--- src/logic/uphy_pkg.sv ---
// shared constants and types of the parallel transceiver port
package uphy_pkg;

  // operational mode codes
  localparam logic [1:0] OP_NORMAL = 2'h0;
  localparam logic [1:0] OP_NODRIVE = 2'h1;
  localparam logic [1:0] OP_RAW = 2'h2;
  localparam logic [1:0] OP_RESERVED = 2'h3;

  // timing: clock period and high-speed bit time in picoseconds
  localparam int CLK_PS = 40000;
  localparam int HS_BIT_PS = 1000000 / 480;
  localparam int HS_SYNC_MIN_BT = 8;
  localparam int HS_SYNC_MAX_BT = 16;
  localparam int HS_SYNC_RAW =
    (HS_SYNC_MIN_BT * HS_BIT_PS + CLK_PS - 1) / CLK_PS;
  localparam int HS_SYNC_CYC = (HS_SYNC_RAW < 1) ? 1 : HS_SYNC_RAW;
  localparam int FS_SYNC_MIN_IFCLK = 1;
  localparam int FS_SYNC_MAX_IFCLK = 2;

  // reset values and transmit fifo depth
  localparam logic RST_WIDE = 1'b0;
  localparam logic RST_UNI = 1'b0;
  localparam int TX_FIFO_DEPTH = 16;

  // one transfer word with its upper-byte qualifier
  typedef struct packed {
    logic hi_valid;
    logic [15:0] data;
  } uphy_word_t;

  // synchronised configuration pins
  typedef struct packed {
    logic [1:0] op;
    logic speed;
    logic wide;
    logic uni;
  } uphy_mode_t;

endpackage

--- src/logic/uphy_fifo.sv ---
// synchronous valid/ready fifo
`timescale 1ns/100ps
module uphy_fifo #(
  parameter int W = 17,
  parameter int D = 16
) (
  // clock and reset
  input wire logic i_clk,
  input wire logic i_srst,
  // fill side
  input wire logic i_in_valid,
  input wire logic [W-1:0] i_in_data,
  output logic o_in_ready,
  // drain side
  output logic o_out_valid,
  output logic [W-1:0] o_out_data,
  input wire logic i_out_ready
);
  localparam int AW = $clog2(D);
  logic [W-1:0] mem [D];
  logic [AW-1:0] wr_q;
  logic [AW-1:0] rd_q;
  logic [AW:0] cnt_q;
  logic push;
  logic pop;

  // honest full and empty from the word count
  assign o_in_ready = (cnt_q != (AW+1)'(D));
  assign o_out_valid = (cnt_q != '0);
  assign o_out_data = mem[rd_q];
  assign push = i_in_valid && o_in_ready;
  assign pop = o_out_valid && i_out_ready;

  // storage
  always_ff @(posedge i_clk) begin
    if (push) begin
      mem[wr_q] <= i_in_data;
    end
  end

  // pointers and count
  always_ff @(posedge i_clk) begin
    if (i_srst) begin
      wr_q <= '0;
      rd_q <= '0;
      cnt_q <= '0;
    end else begin
      if (push) begin
        wr_q <= (wr_q == AW'(D - 1)) ? '0 : wr_q + 1'b1;
      end
      if (pop) begin
        rd_q <= (rd_q == AW'(D - 1)) ? '0 : rd_q + 1'b1;
      end
      cnt_q <= cnt_q + (AW+1)'(push) - (AW+1)'(pop);
    end
  end
endmodule // uphy_fifo

--- src/logic/uphy_pin_sync.sv ---
// three-stage pin synchroniser with agreement of stages two and three
`timescale 1ns/100ps
module uphy_pin_sync #(
  parameter int W = 5
) (
  // clock
  input wire logic i_clk,
  // pins and result
  input wire logic [W-1:0] i_pin,
  output logic [W-1:0] o_level
);
  logic [W-1:0] s1_q;
  logic [W-1:0] s2_q;
  logic [W-1:0] s3_q;

  // no reset: stages keep sampling during reset so straps are valid at
  // the release edge
  always_ff @(posedge i_clk) begin
    s1_q <= i_pin;
    s2_q <= s1_q;
    s3_q <= s2_q;
  end

  // a bit changes only once stages two and three agree
  always_ff @(posedge i_clk) begin
    for (int i = 0; i < W; i++) begin
      if (s2_q[i] == s3_q[i]) begin
        o_level[i] <= s3_q[i];
      end
    end
  end
endmodule // uphy_pin_sync

--- src/logic/uphy_port.sv ---
// parallel link-side port of a usb 2.0 hs/fs transceiver
// Operation
// - mode 00 normal, 01 non-driving, 10 no stuffing/nrzi, 11 reserved
// - request rising starts sync; request falling starts end of packet
// - high speed: sync 8 to 16 bit times after request seen; here one 40 ns clock, about 19 bit times
// - full speed: sync one to two interface clocks after request seen
// - request with accept at an edge loads holding register next edge
// - receive-present while holding register full; engine latches then
// - in-packet set on sync, cleared on stuff error or end of packet
// - receive fault is 1 on detected error, 0 otherwise; here it holds 1 until the next sync
// - wide bus, request low: qualifier is output for upper rx byte
// - narrow bus: qualifier undefined; low byte qualified by present
// - width select 1 gives 16-bit at 30 MHz, 0 gives 8-bit at 60 MHz; here the strobe is every 40 ns clock narrow, every second clock wide
// - narrow bidi upper byte undefined; uni: low rx, upper tx
// - width select sampled only at end of reset, later changes ignored
// - active-high reset returns everything to initial state
// - speed select 0 high speed, 1 full speed; picks sync timing
// - interface clock is an output timing all data transfers
// - direction select high gives unidirectional narrow bus; static
`timescale 1ns/100ps
module uphy_port (
  // clock and reset
  input wire logic i_clk,
  input wire logic i_srst,
  // configuration pins
  input wire logic i_op_select_hi,
  input wire logic i_op_select_lo,
  input wire logic i_speed_select,
  input wire logic i_bus_width_select,
  input wire logic i_uni_select,
  // engine transmit side
  input wire logic i_transmit_request,
  output logic o_transmit_accept,
  // engine data bus and qualifier pins
  input wire logic [15:0] i_data,
  output logic [15:0] o_data,
  output logic [1:0] o_data_oe,
  input wire logic i_upper_byte_qualifier,
  output logic o_upper_byte_qualifier,
  output logic o_upper_byte_qualifier_oe,
  // engine receive status and interface clock
  output logic o_receive_byte_present,
  output logic o_receive_in_packet,
  output logic o_receive_fault,
  output logic o_if_clk,
  // line transmit side
  output logic o_line_tx_valid,
  output uphy_pkg::uphy_word_t o_line_tx_word,
  input wire logic i_line_tx_ready,
  output logic o_line_sync_start,
  output logic o_line_eop_start,
  output logic o_line_drive,
  output logic o_line_stuff_bypass,
  // line receive side
  input wire logic i_line_rx_valid,
  input wire uphy_pkg::uphy_word_t i_line_rx_word,
  input wire logic i_line_sync_det,
  input wire logic i_line_eop_det,
  input wire logic i_line_stuff_err,
  input wire logic i_line_rx_err
);
  import uphy_pkg::*;

  typedef enum logic [3:0] {
    ST_IDLE = 4'h1,
    ST_WAIT = 4'h2,
    ST_DATA = 4'h4,
    ST_EOP = 4'h8
  } uphy_tx_st_t;

  uphy_tx_st_t st_q;
  uphy_mode_t pins;
  uphy_mode_t mode;
  logic wide_q;
  logic uni_q;
  logic strap_take_q;
  logic req_q;
  logic [3:0] cnt_q;
  logic pend_q;
  logic hold_full_q;
  uphy_word_t hold_q;
  logic fifo_in_ready;
  logic fifo_out_valid;
  uphy_word_t fifo_out;
  logic fifo_pop;
  logic rx_full_q;
  uphy_word_t rx_q;
  logic detect;
  logic accepted;
  logic x_next;
  logic hs;

  // capture of the transmit byte by bus configuration
  function automatic uphy_word_t take_word(input logic wide,
      input logic uni, input logic [15:0] d, input logic qual);
    uphy_word_t w;
    w = '0;
    if (wide) begin
      w.data = d;
      w.hi_valid = qual;
    end else begin
      w.data = {8'h00, uni ? d[15:8] : d[7:0]};
    end
    return w;
  endfunction

  ////////////////////////////////////////////////////////////////////////
  // pins and straps

  // configuration pins come from outside the clock domain
  uphy_pin_sync #(
    .W(5)
  ) u_sync (
    .i_clk(i_clk),
    .i_pin({i_op_select_hi, i_op_select_lo, i_speed_select,
            i_bus_width_select, i_uni_select}),
    .o_level(pins)
  );

  // mode pins are live; width and direction are frozen straps
  always_comb begin
    mode = pins;
    mode.wide = wide_q;
    mode.uni = uni_q;
  end
  assign hs = ~mode.speed;

  // width and direction taken once, on the edge after reset release
  always_ff @(posedge i_clk) begin
    if (i_srst) begin
      strap_take_q <= 1'b1;
      wide_q <= RST_WIDE;
      uni_q <= RST_UNI;
    end else if (strap_take_q) begin
      strap_take_q <= 1'b0;
      wide_q <= pins.wide;
      uni_q <= pins.uni;
    end
  end

  ////////////////////////////////////////////////////////////////////////
  // interface clock strobe

  // wide bus runs at half the narrow rate
  assign x_next = mode.wide ? ~o_if_clk : 1'b1;

  // transfers happen only in cycles where the strobe is high
  always_ff @(posedge i_clk) begin
    if (i_srst || strap_take_q) begin
      o_if_clk <= 1'b0;
    end else begin
      o_if_clk <= x_next;
    end
  end

  ////////////////////////////////////////////////////////////////////////
  // line mode controls

  // reserved code behaves as normal operation
  always_ff @(posedge i_clk) begin
    if (i_srst) begin
      o_line_drive <= 1'b0;
      o_line_stuff_bypass <= 1'b0;
    end else begin
      o_line_drive <= (mode.op != OP_NODRIVE);
      o_line_stuff_bypass <= (mode.op == OP_RAW);
    end
  end

  ////////////////////////////////////////////////////////////////////////
  // transmit state machine

  assign detect = (st_q == ST_IDLE) && i_transmit_request && !req_q;
  assign accepted = i_transmit_request && o_transmit_accept;

  // request history for edge detection
  always_ff @(posedge i_clk) begin
    if (i_srst) begin
      req_q <= 1'b0;
    end else begin
      req_q <= i_transmit_request;
    end
  end

  // sync on request rise, end of packet after request fall and drain
  always_ff @(posedge i_clk) begin
    if (i_srst) begin
      st_q <= ST_IDLE;
      cnt_q <= '0;
      o_line_sync_start <= 1'b0;
      o_line_eop_start <= 1'b0;
    end else begin
      o_line_sync_start <= 1'b0;
      o_line_eop_start <= 1'b0;
      case (st_q)
        ST_IDLE: begin
          if (detect) begin
            st_q <= ST_WAIT;
            cnt_q <= 4'(HS_SYNC_CYC - 1);
          end
        end
        ST_WAIT: begin
          if (hs ? (cnt_q == '0) : x_next) begin
            o_line_sync_start <= 1'b1;
            st_q <= ST_DATA;
          end else begin
            cnt_q <= cnt_q - 1'b1;
          end
        end
        ST_DATA: begin
          if (!i_transmit_request) begin
            st_q <= ST_EOP;
          end
        end
        ST_EOP: begin
          if (!pend_q && !hold_full_q && !fifo_out_valid &&
              !o_line_tx_valid) begin
            o_line_eop_start <= 1'b1;
            st_q <= ST_IDLE;
          end
        end
        default: begin
          st_q <= ST_IDLE;
        end
      endcase
    end
  end

  // accept offered on a strobe when a word can be held
  always_ff @(posedge i_clk) begin
    if (i_srst) begin
      o_transmit_accept <= 1'b0;
    end else begin
      o_transmit_accept <= (st_q == ST_DATA) && i_transmit_request &&
        !accepted && !pend_q && !hold_full_q && x_next;
    end
  end

  // handshake edge arms the load; data is taken on the next edge
  always_ff @(posedge i_clk) begin
    if (i_srst) begin
      pend_q <= 1'b0;
      hold_full_q <= 1'b0;
      hold_q <= '0;
    end else begin
      pend_q <= accepted;
      if (pend_q) begin
        hold_q <= take_word(mode.wide, mode.uni, i_data,
                            i_upper_byte_qualifier);
        hold_full_q <= 1'b1;
      end else if (hold_full_q && fifo_in_ready) begin
        hold_full_q <= 1'b0;
      end
    end
  end

  ////////////////////////////////////////////////////////////////////////
  // transmit buffer toward the serialiser

  uphy_fifo #(
    .W($bits(uphy_word_t)),
    .D(TX_FIFO_DEPTH)
  ) u_tx_fifo (
    .i_clk(i_clk),
    .i_srst(i_srst),
    .i_in_valid(hold_full_q),
    .i_in_data(hold_q),
    .o_in_ready(fifo_in_ready),
    .o_out_valid(fifo_out_valid),
    .o_out_data(fifo_out),
    .i_out_ready(fifo_pop)
  );

  assign fifo_pop = !o_line_tx_valid || i_line_tx_ready;

  // registered output stage; serialiser stall backs up the fifo
  always_ff @(posedge i_clk) begin
    if (i_srst) begin
      o_line_tx_valid <= 1'b0;
      o_line_tx_word <= '0;
    end else if (fifo_pop) begin
      o_line_tx_valid <= fifo_out_valid;
      o_line_tx_word <= fifo_out;
    end
  end

  ////////////////////////////////////////////////////////////////////////
  // receive side

  // packet window and fault level; an end of packet wins over a sync
  always_ff @(posedge i_clk) begin
    if (i_srst) begin
      o_receive_in_packet <= 1'b0;
      o_receive_fault <= 1'b0;
    end else begin
      if (i_line_eop_det || i_line_stuff_err) begin
        o_receive_in_packet <= 1'b0;
      end else if (i_line_sync_det) begin
        o_receive_in_packet <= 1'b1;
      end
      if (i_line_rx_err || i_line_stuff_err) begin
        o_receive_fault <= 1'b1;
      end else if (i_line_sync_det) begin
        o_receive_fault <= 1'b0;
      end
    end
  end

  // holding register; a new word wins over the unload
  always_ff @(posedge i_clk) begin
    if (i_srst) begin
      rx_full_q <= 1'b0;
      rx_q <= '0;
    end else if (i_line_rx_valid && o_receive_in_packet) begin
      rx_full_q <= 1'b1;
      rx_q <= i_line_rx_word;
    end else if (o_receive_byte_present) begin
      rx_full_q <= 1'b0;
    end
  end

  // present for one strobe while the holding register is full
  always_ff @(posedge i_clk) begin
    if (i_srst) begin
      o_receive_byte_present <= 1'b0;
      o_data <= '0;
      o_upper_byte_qualifier <= 1'b0;
    end else begin
      o_receive_byte_present <= rx_full_q && x_next &&
        !o_receive_byte_present;
      if (rx_full_q && x_next && !o_receive_byte_present) begin
        o_data <= mode.wide ? rx_q.data : {8'h00, rx_q.data[7:0]};
        o_upper_byte_qualifier <= mode.wide && rx_q.hi_valid;
      end
    end
  end

  // bus direction: engine owns the bus while requesting, except the low byte in narrow uni mode
  always_ff @(posedge i_clk) begin
    if (i_srst) begin
      o_data_oe <= 2'h0;
      o_upper_byte_qualifier_oe <= 1'b0;
    end else begin
      o_data_oe[0] <= (!mode.wide && mode.uni) || !i_transmit_request;
      o_data_oe[1] <= mode.wide && !i_transmit_request;
      o_upper_byte_qualifier_oe <= mode.wide &&
        !i_transmit_request;
    end
  end

  ////////////////////////////////////////////////////////////////////////
  // checks

  property p_raw_mode;
    @(posedge i_clk) disable iff (i_srst)
    (mode.op == OP_RAW) |=> o_line_stuff_bypass && o_line_drive;
  endproperty
  a_raw_mode: assert property (p_raw_mode)
    else $error("raw mode not applied");

  property p_nodrive;
    @(posedge i_clk) disable iff (i_srst)
    (mode.op == OP_NODRIVE) |=> !o_line_drive;
  endproperty
  a_nodrive: assert property (p_nodrive)
    else $error("line driven in non-driving mode");

  property p_hs_sync;
    @(posedge i_clk) disable iff (i_srst)
    (detect && hs) |-> ##2 o_line_sync_start;
  endproperty
  a_hs_sync: assert property (p_hs_sync)
    else $error("high-speed sync not at expected cycle");

  property p_fs_sync;
    @(posedge i_clk) disable iff (i_srst)
    (detect && !hs) |-> ##[2:3] o_line_sync_start;
  endproperty
  a_fs_sync: assert property (p_fs_sync)
    else $error("full-speed sync late");

  property p_load;
    @(posedge i_clk) disable iff (i_srst)
    accepted |=> ##1 (hold_full_q && hold_q.data ==
      take_word(mode.wide, mode.uni, $past(i_data), 1'b0).data);
  endproperty
  a_load: assert property (p_load)
    else $error("holding register not loaded after handshake");

  property p_active_clear;
    @(posedge i_clk) disable iff (i_srst)
    (i_line_eop_det || i_line_stuff_err) |=> !o_receive_in_packet;
  endproperty
  a_active_clear: assert property (p_active_clear)
    else $error("in-packet not cleared");

  property p_fault;
    @(posedge i_clk) disable iff (i_srst)
    i_line_rx_err |=> o_receive_fault;
  endproperty
  a_fault: assert property (p_fault)
    else $error("receive fault not raised");

  property p_qual_dir;
    @(posedge i_clk) disable iff (i_srst)
    1'b1 |=> o_upper_byte_qualifier_oe ==
      $past(mode.wide && !i_transmit_request);
  endproperty
  a_qual_dir: assert property (p_qual_dir)
    else $error("qualifier direction wrong");

  property p_strap;
    @(posedge i_clk) disable iff (i_srst)
    !strap_take_q |=> $stable(wide_q) && $stable(uni_q);
  endproperty
  a_strap: assert property (p_strap)
    else $error("width strap changed after reset");

  property p_present;
    @(posedge i_clk) disable iff (i_srst)
    o_receive_byte_present |-> o_if_clk && $past(rx_full_q);
  endproperty
  a_present: assert property (p_present)
    else $error("present without held word or off strobe");
endmodule // uphy_port

--- config.mk ---
export PLATFORM = sky130hd
export DESIGN_NAME = uphy_port
export DESIGN_NICKNAME = d
export VERILOG_FILES = /design/src/logic/uphy_pkg.sv /design/src/logic/uphy_fifo.sv /design/src/logic/uphy_pin_sync.sv /design/src/logic/uphy_port.sv
export SDC_FILE = /design/constraint.sdc
export NUM_CORES = 1
export LEC_CHECK = 0
export ABC_AREA = 1
export BUFFER_PORTS_ARGS = -buffer_cell sky130_fd_sc_hd__buf_4
export CORE_MARGIN = 3
export CORE_UTILIZATION = 41
export CTS_CLUSTER_DIAMETER = 80
export CTS_CLUSTER_SIZE = 16
export DETAILED_ROUTE_END_ITERATION = 8
export GPL_TIMING_DRIVEN = 0
export PLACE_DENSITY_LB_ADDON = 0.25
export SYNTH_ARGS = -nofsm -noshare
export SYNTH_HDL_FRONTEND = slang
export SYNTH_SLANG_ARGS = --single-unit
--- constraint.sdc ---
create_clock -name i_clk -period 6.9 [get_ports i_clk]
set_input_delay 0.69 -clock i_clk [delete_from_list [all_inputs] [get_ports i_clk]]
set_output_delay 0.69 -clock i_clk [all_outputs]
set_load 0.03 [all_outputs]
# Word level (Yosys, flattened, before mapping)

Memory sizes are Yosys's and may differ from the RTL's. A register that Yosys moved wholly into a read port is not among the register bits.
Cells that the tools add are included.

Add/subtract/negate cells: 5
Equal/unequal tests: 19
Multiplexer cells: 27
Bitwise logic cells: 3
Reductions and logical operators: 44

Operator list:

| cell                | count |
|---|---|
| $mux 16             | 2 |
| $mux 4              | 8 |
| $logic_and 1x1->1   | 19 |
| $pmux 4 s4          | 1 |
| $mux 1              | 14 |
| $eq 4x4->1 const B  | 3 |
| $ne 2x2->1 const B  | 5 |
| $logic_not 1->1     | 9 |
| $add 4x1->4 const B | 2 |
| $mux 8              | 1 |
| $pmux 4 s2          | 1 |
| $reduce_bool 2->1   | 4 |
| $reduce_or 2->1     | 3 |
| $add 5x1->5         | 1 |
| $eq 1x1->1          | 5 |
| $logic_or 1x1->1    | 5 |
| $ne 5x5->1 const B  | 1 |
| $reduce_bool 5->1   | 1 |
| $sub 5x1->5         | 1 |
| $eq 4x1->1 const B  | 1 |
| $eq 4x2->1 const B  | 1 |
| $eq 4x3->1 const B  | 1 |
| $logic_not 4->1     | 1 |
| $reduce_and 4->1    | 1 |
| 5 further kinds     | 7 |

Register bits after elaboration: 112
Memory bits (writable): 272
Input port bits: 48
Output and inout port bits: 47
Word-level logic and storage cells: 137
Memories kept: 1

Memories:

| name          | depth | width | rd ports | clocked after Yosys merged registers in | wr ports | RTL line        | RTL |
|---|---|---|---|---|---|---|---|
| u_tx_fifo.mem | 16    | 17    | 1        | 1                                       | 1        | uphy_fifo.sv:20 | `logic [W-1:0] mem [D];` |

# Logic depth before layout (Yosys ltp)

Depth after elaboration: 6
Depth in mapped cells: 15
Depth with buffers taken out: 15

# Modules after synthesis

From an unflattened synthesis, not the netlist that was laid out.

Cells, all modules: 1639
Area, all modules: 16425.8 µm²

By module, submodules not included:

| module        | instances | cells each | area an instance (µm²) | sequential area each (µm²) |
|---|---|---|---|---|
| uphy_fifo     | 1         | 1144       | 12340.6                | 8508.2 |
| uphy_port     | 1         | 450        | 3540.9                 | 1901.8 |
| uphy_pin_sync | 1         | 45         | 544.3                  | 450.4 |

# Worst setup path after synthesis

OpenSTA, ideal clock, no wires.

Kind: input to register
From: input port i_line_tx_ready
To: register u_tx_fifo.cnt_q[4]
Library setup time: 0.070 ns
Arrival: 2.658 ns
Data required time: 6.830 ns
Path slack: 4.172 ns
Stages on the path: 14
Path buffers: 1
Path through: or2_1 -> buf_6 -> nand2_1 -> inv_1 -> ha_1 -> inv_1 -> ha_1 -> inv_1 -> fa_1 -> nor2_1 -> nor2_1 -> o21bai_1 -> o21ai_0 -> a21oi_1

Longest elaborated chain between the ends: 3

Ends and longest elaborated chain:

| element              | RTL line         | RTL |
|---|---|---|
| from (decl)          | uphy_port.sv:49  | `input wire logic i_line_tx_ready,` |
| $logic_or 1x1->1     | uphy_port.sv:274 | `assign fifo_pop = !o_line_tx_valid \|\| i_line_tx_ready;` |
| $logic_and 1x1->1    | uphy_fifo.sv:32  | `assign pop = o_out_valid && i_out_ready;` |
| net u_tx_fifo.pop    | uphy_fifo.sv:25  | `logic pop;` |
| $sub 5x1->5          | uphy_fifo.sv:54  | `cnt_q <= cnt_q + (AW+1)'(push) - (AW+1)'(pop);` |
| to (signal assigned) | uphy_fifo.sv:54  |  |
| to (decl)            | uphy_fifo.sv:23  | `logic [AW:0] cnt_q;` |

The timed path passes the listed nets, and every way through them passes these cells.
A chain may end at the register's enable or synchronous reset.

# Worst setup path in the final report

From: register o_line_tx_valid
To: register u_tx_fifo.cnt_q[4]

Longest elaborated chain between the ends: 4

Ends and longest elaborated chain:

| element                | RTL line         | RTL |
|---|---|---|
| from (decl)            | uphy_port.sv:47  | `output logic o_line_tx_valid,` |
| from (signal assigned) | uphy_port.sv:282 | `o_line_tx_valid <= fifo_out_valid;` |
| $logic_not 1->1        | uphy_port.sv:274 |  |
| $logic_or 1x1->1       | uphy_port.sv:274 |  |
| $logic_and 1x1->1      | uphy_fifo.sv:32  |  |
| net u_tx_fifo.pop      | uphy_fifo.sv:25  |  |
| $sub 5x1->5            | uphy_fifo.sv:54  |  |

The timed path passes the listed nets, and every way through them passes these cells.

==> metrics.cfg <==
[place]
hpwl_mm = 28.56
portBuffers = 94
gp_congestion = 0.8637
post_dp_cell_area_sq_mm = 0.01773

[worst_hold_path]
hp-class = in -> reg
min_from = i_speed_select

[layout]
register_area_sq_mm = 0.01078
multi_input_area_sq_mm = 0.004194
syn_to_final_growth_pct = 14.84
stdcell_area_sq_mm = 0.01855
fin_nets = 1823
fillers = 3568
drive_above_1_share_pct = 11.55

[routing]
vias_per_cell = 4.868
top_layer = met4
route.met2.wl_mm = 19.34
drc = 0
routed-wl-met3_mm = 1.950
wl_met1_mm = 17.57
num_vias = 11210
totalWireLength_mm = 39.93
wl_per_cell_um = 17.35
drt-pass1-iter-count = 5
ant_nets = 0
drt_iter0_drc = 792

[timing]
fin_crit_sh_pct = 42.01
setup_viol = 0
tns_ns = 0
rsz0062_at_grt = no
layout_min_cycle_time_ns = 2.899
fmax_mhz = 345.0
finalMaxSlewViolations = 0
tightest_slew_ns = 0.8969
finalClockSkew_ns = 0.01140
hold_viol = 0
slew_headroom_pct = 40.14

[clocking]
clock_sinks = 400
cts_root_buf = clkbuf_16
clk_latency_ns = 0.56
cts_buffer_depth = 3
cts_buffers = 28
cts_tree = yes
post_cts_resized = 0
clkTransAtPathRegs_ns = 0.07
ctsHtreeMaxLevel = 1
postCtsSetupBuffers = 0
cts_hold_buf = 0

[setup_path]
critPathCapture = u_tx_fifo.cnt_q[4]
worstPathArrival_ns = 3.39
rr_startpoint = o_line_tx_valid
worstPathRequired_ns = 7.39
endpoint_kind = flop
critPathMaxFanout = 9
critPathKind = reg -> reg
startpoint_type = flop
max_stage_delay_ns = 0.43
r2r_cells = 15
cp_slowest_cell = fa_1
cp-startpoint = o_line_tx_valid
rrSetupSlack_ns = 4.00
path_cells = inv_1, or2_1, buf_6, nand2_1, inv_1, ha_1, inv_1, ha_1, inv_1, fa_1, nor2_1, nor2_1, o21bai_1, o21ai_0, a21oi_1
path_common_cell = inv_1
reg2reg_to = u_tx_fifo.cnt_q[4]

[logic_synthesis]
synth_area_sq_mm = 0.01615
synth_flop_cell = edfxtp_1
synth_cell_types = 29
syn_inst = 1626
synth-seq-cells = 400
yosys_warnings = 0
synth_edf_count = 277
synthTopCellsByArea = edfxtp_1, dfxtp_1, nand2_1
seq_area_frac_synth_pct = 66.73
synth_top_area_share_pct = 51.49
synth.most_common_cell = nand2_1
avgSynthCellArea_sq_um = 9.935
synth_top_cell_by_area = edfxtp_1
synth_common_cells = nand2_1, edfxtp_1, nand3_1
ys_async_sr_fraction_pct = 0
synth_fp_nets = 1687

[pwr]
vdd_drop_max_mv = 0.1972
p_leak_nw = 7.822
p_per_area_mw_per_mm2 = 300.2
p_total_mw = 5.569

[die]
die_y_um = 204.5
die_w_um = 204.5
floorplan.initialDensity_pct = 41.61
io_pins = 95
core_area_sq_mm = 0.03883
die-area_sq_mm = 0.04182
core.rowCount = 72

[outcome]
status = completed

[grt]
grt_max_degree = 18
grt_use_total_pct = 18.94
grt_pass1_vias = 10930
grt.overflow.total = 0
antenna_found_initial = 0
grt_pass1_wl_mm = 61.54

[job]
drv_cap = 0

per-stage QoR:
stage,setup slack [ns],cells,hold WS [ns],utilization (%)
CTS,4.005,2301,0.1982,47.75
detailed placement,3.622,2250,0.3132,45.67
floorplan,4.172,1626,0.3096,-
global placement,3.691,2238,0.3109,45.09
global route,3.732,2301,0.2042,47.77
finish,4.001,2302,0.2271,47.78
cell families after synthesis:
| group | count (synthesis) | share of synthesized area [%] |
|---|---|---|
| xor+xnor | 8 | 0.4338 |
| compound gates | 125 | 4.043 |
| buf+inv | 304 | 7.552 |
| flops | 400 | 66.73 |
| simple gates | 776 | 20.18 |
| fa+ha+maj | 13 | 1.053 |
how the worst min path moves through the flow:
| stage | endpoint | slack, ns | cells past startpoint |
|---|---|---|---|
| 2_1_floorplan | u_sync.s2_q[0] | 0.31 | 0 |
| 3_3_place_gp | u_sync.s2_q[0] | 0.31 | 0 |
| 3_5_place_dp | u_sync.s2_q[1] | 0.31 | 0 |
| 4_1_cts | u_sync.s1_q[2] | 0.20 | 1 |
| 5_1_grt | u_sync.s1_q[2] | 0.20 | 1 |
| 6_report | u_sync.s1_q[2] | 0.23 | 1 |
placed cells by master, fill, tap and decap left out, types with 7 or more instances in the layout:
master,netlist,routed
buf_2,42,42
buf_4,5,99
buf_8,0,11
inv_1,219,219
nand2_1,397,397
nor2_1,117,101
clkbuf_1,23,45
nand3_1,247,247
ha_1,12,12
nor3_1,7,7
xnor2_1,7,7
clkbuf_16,0,29
dfxtp_1,123,123
a21oi_1,62,62
o21ai_0,52,52
o211ai_1,8,8
nor2_2,0,16
edfxtp_1,277,277
report_power, final:
part | leakage, nW | switching (mW) | internal (mW)
Combinational | 3.99 | 0.906 | 0.425
Clock | 0.383 | 0.782 | 0.787
Sequential | 3.45 | 0.0608 | 2.61
per-layer routing:
metal  vias up  global-route usage, %
met5         -                      0
met4         0                  6.046
met3        64                  2.527
met2       271                  32.45
met1      5282                  25.07
li1       5588                      -
critical path: cells and delay by family, from the launching register on:
| kind | cells | cell delay [ns] |
|---|---|---|
| adders and majority gates | 3 | 0.91 |
| and+or+nand+nor | 4 | 0.60 |
| buffers and inverters | 5 | 0.53 |
| AOI/OAI and AO/OA | 3 | 0.40 |
| DFF | 1 | 0.39 |
registers in the layout, indices dropped and copies added (netlist names), 5 cells and up:
name,count
rx_q,17
u_sync.s1_q,5
o_line_tx_word,17
hold_q,17
u_sync.s3_q,5
u_tx_fifo.mem,272
u_sync.o_level,5
u_sync.s2_q,5
o_data,16
u_tx_fifo.cnt_q,5
layout make-up:
| class | instances | area share, % |
|---|---|---|
| flip-flops and latches | 400 | 58.11 |
| multi-input cells | 922 | 22.61 |
| repair buffers | 106 | 4.843 |
| inverters | 227 | 4.593 |
| clock buffers | 51 | 4.357 |
| well taps | 518 | 3.494 |
| plain buffers | 77 | 1.983 |
| diodes | 1 | 0.01349 |
Note: power is estimated with default switching activity, not from simulation.
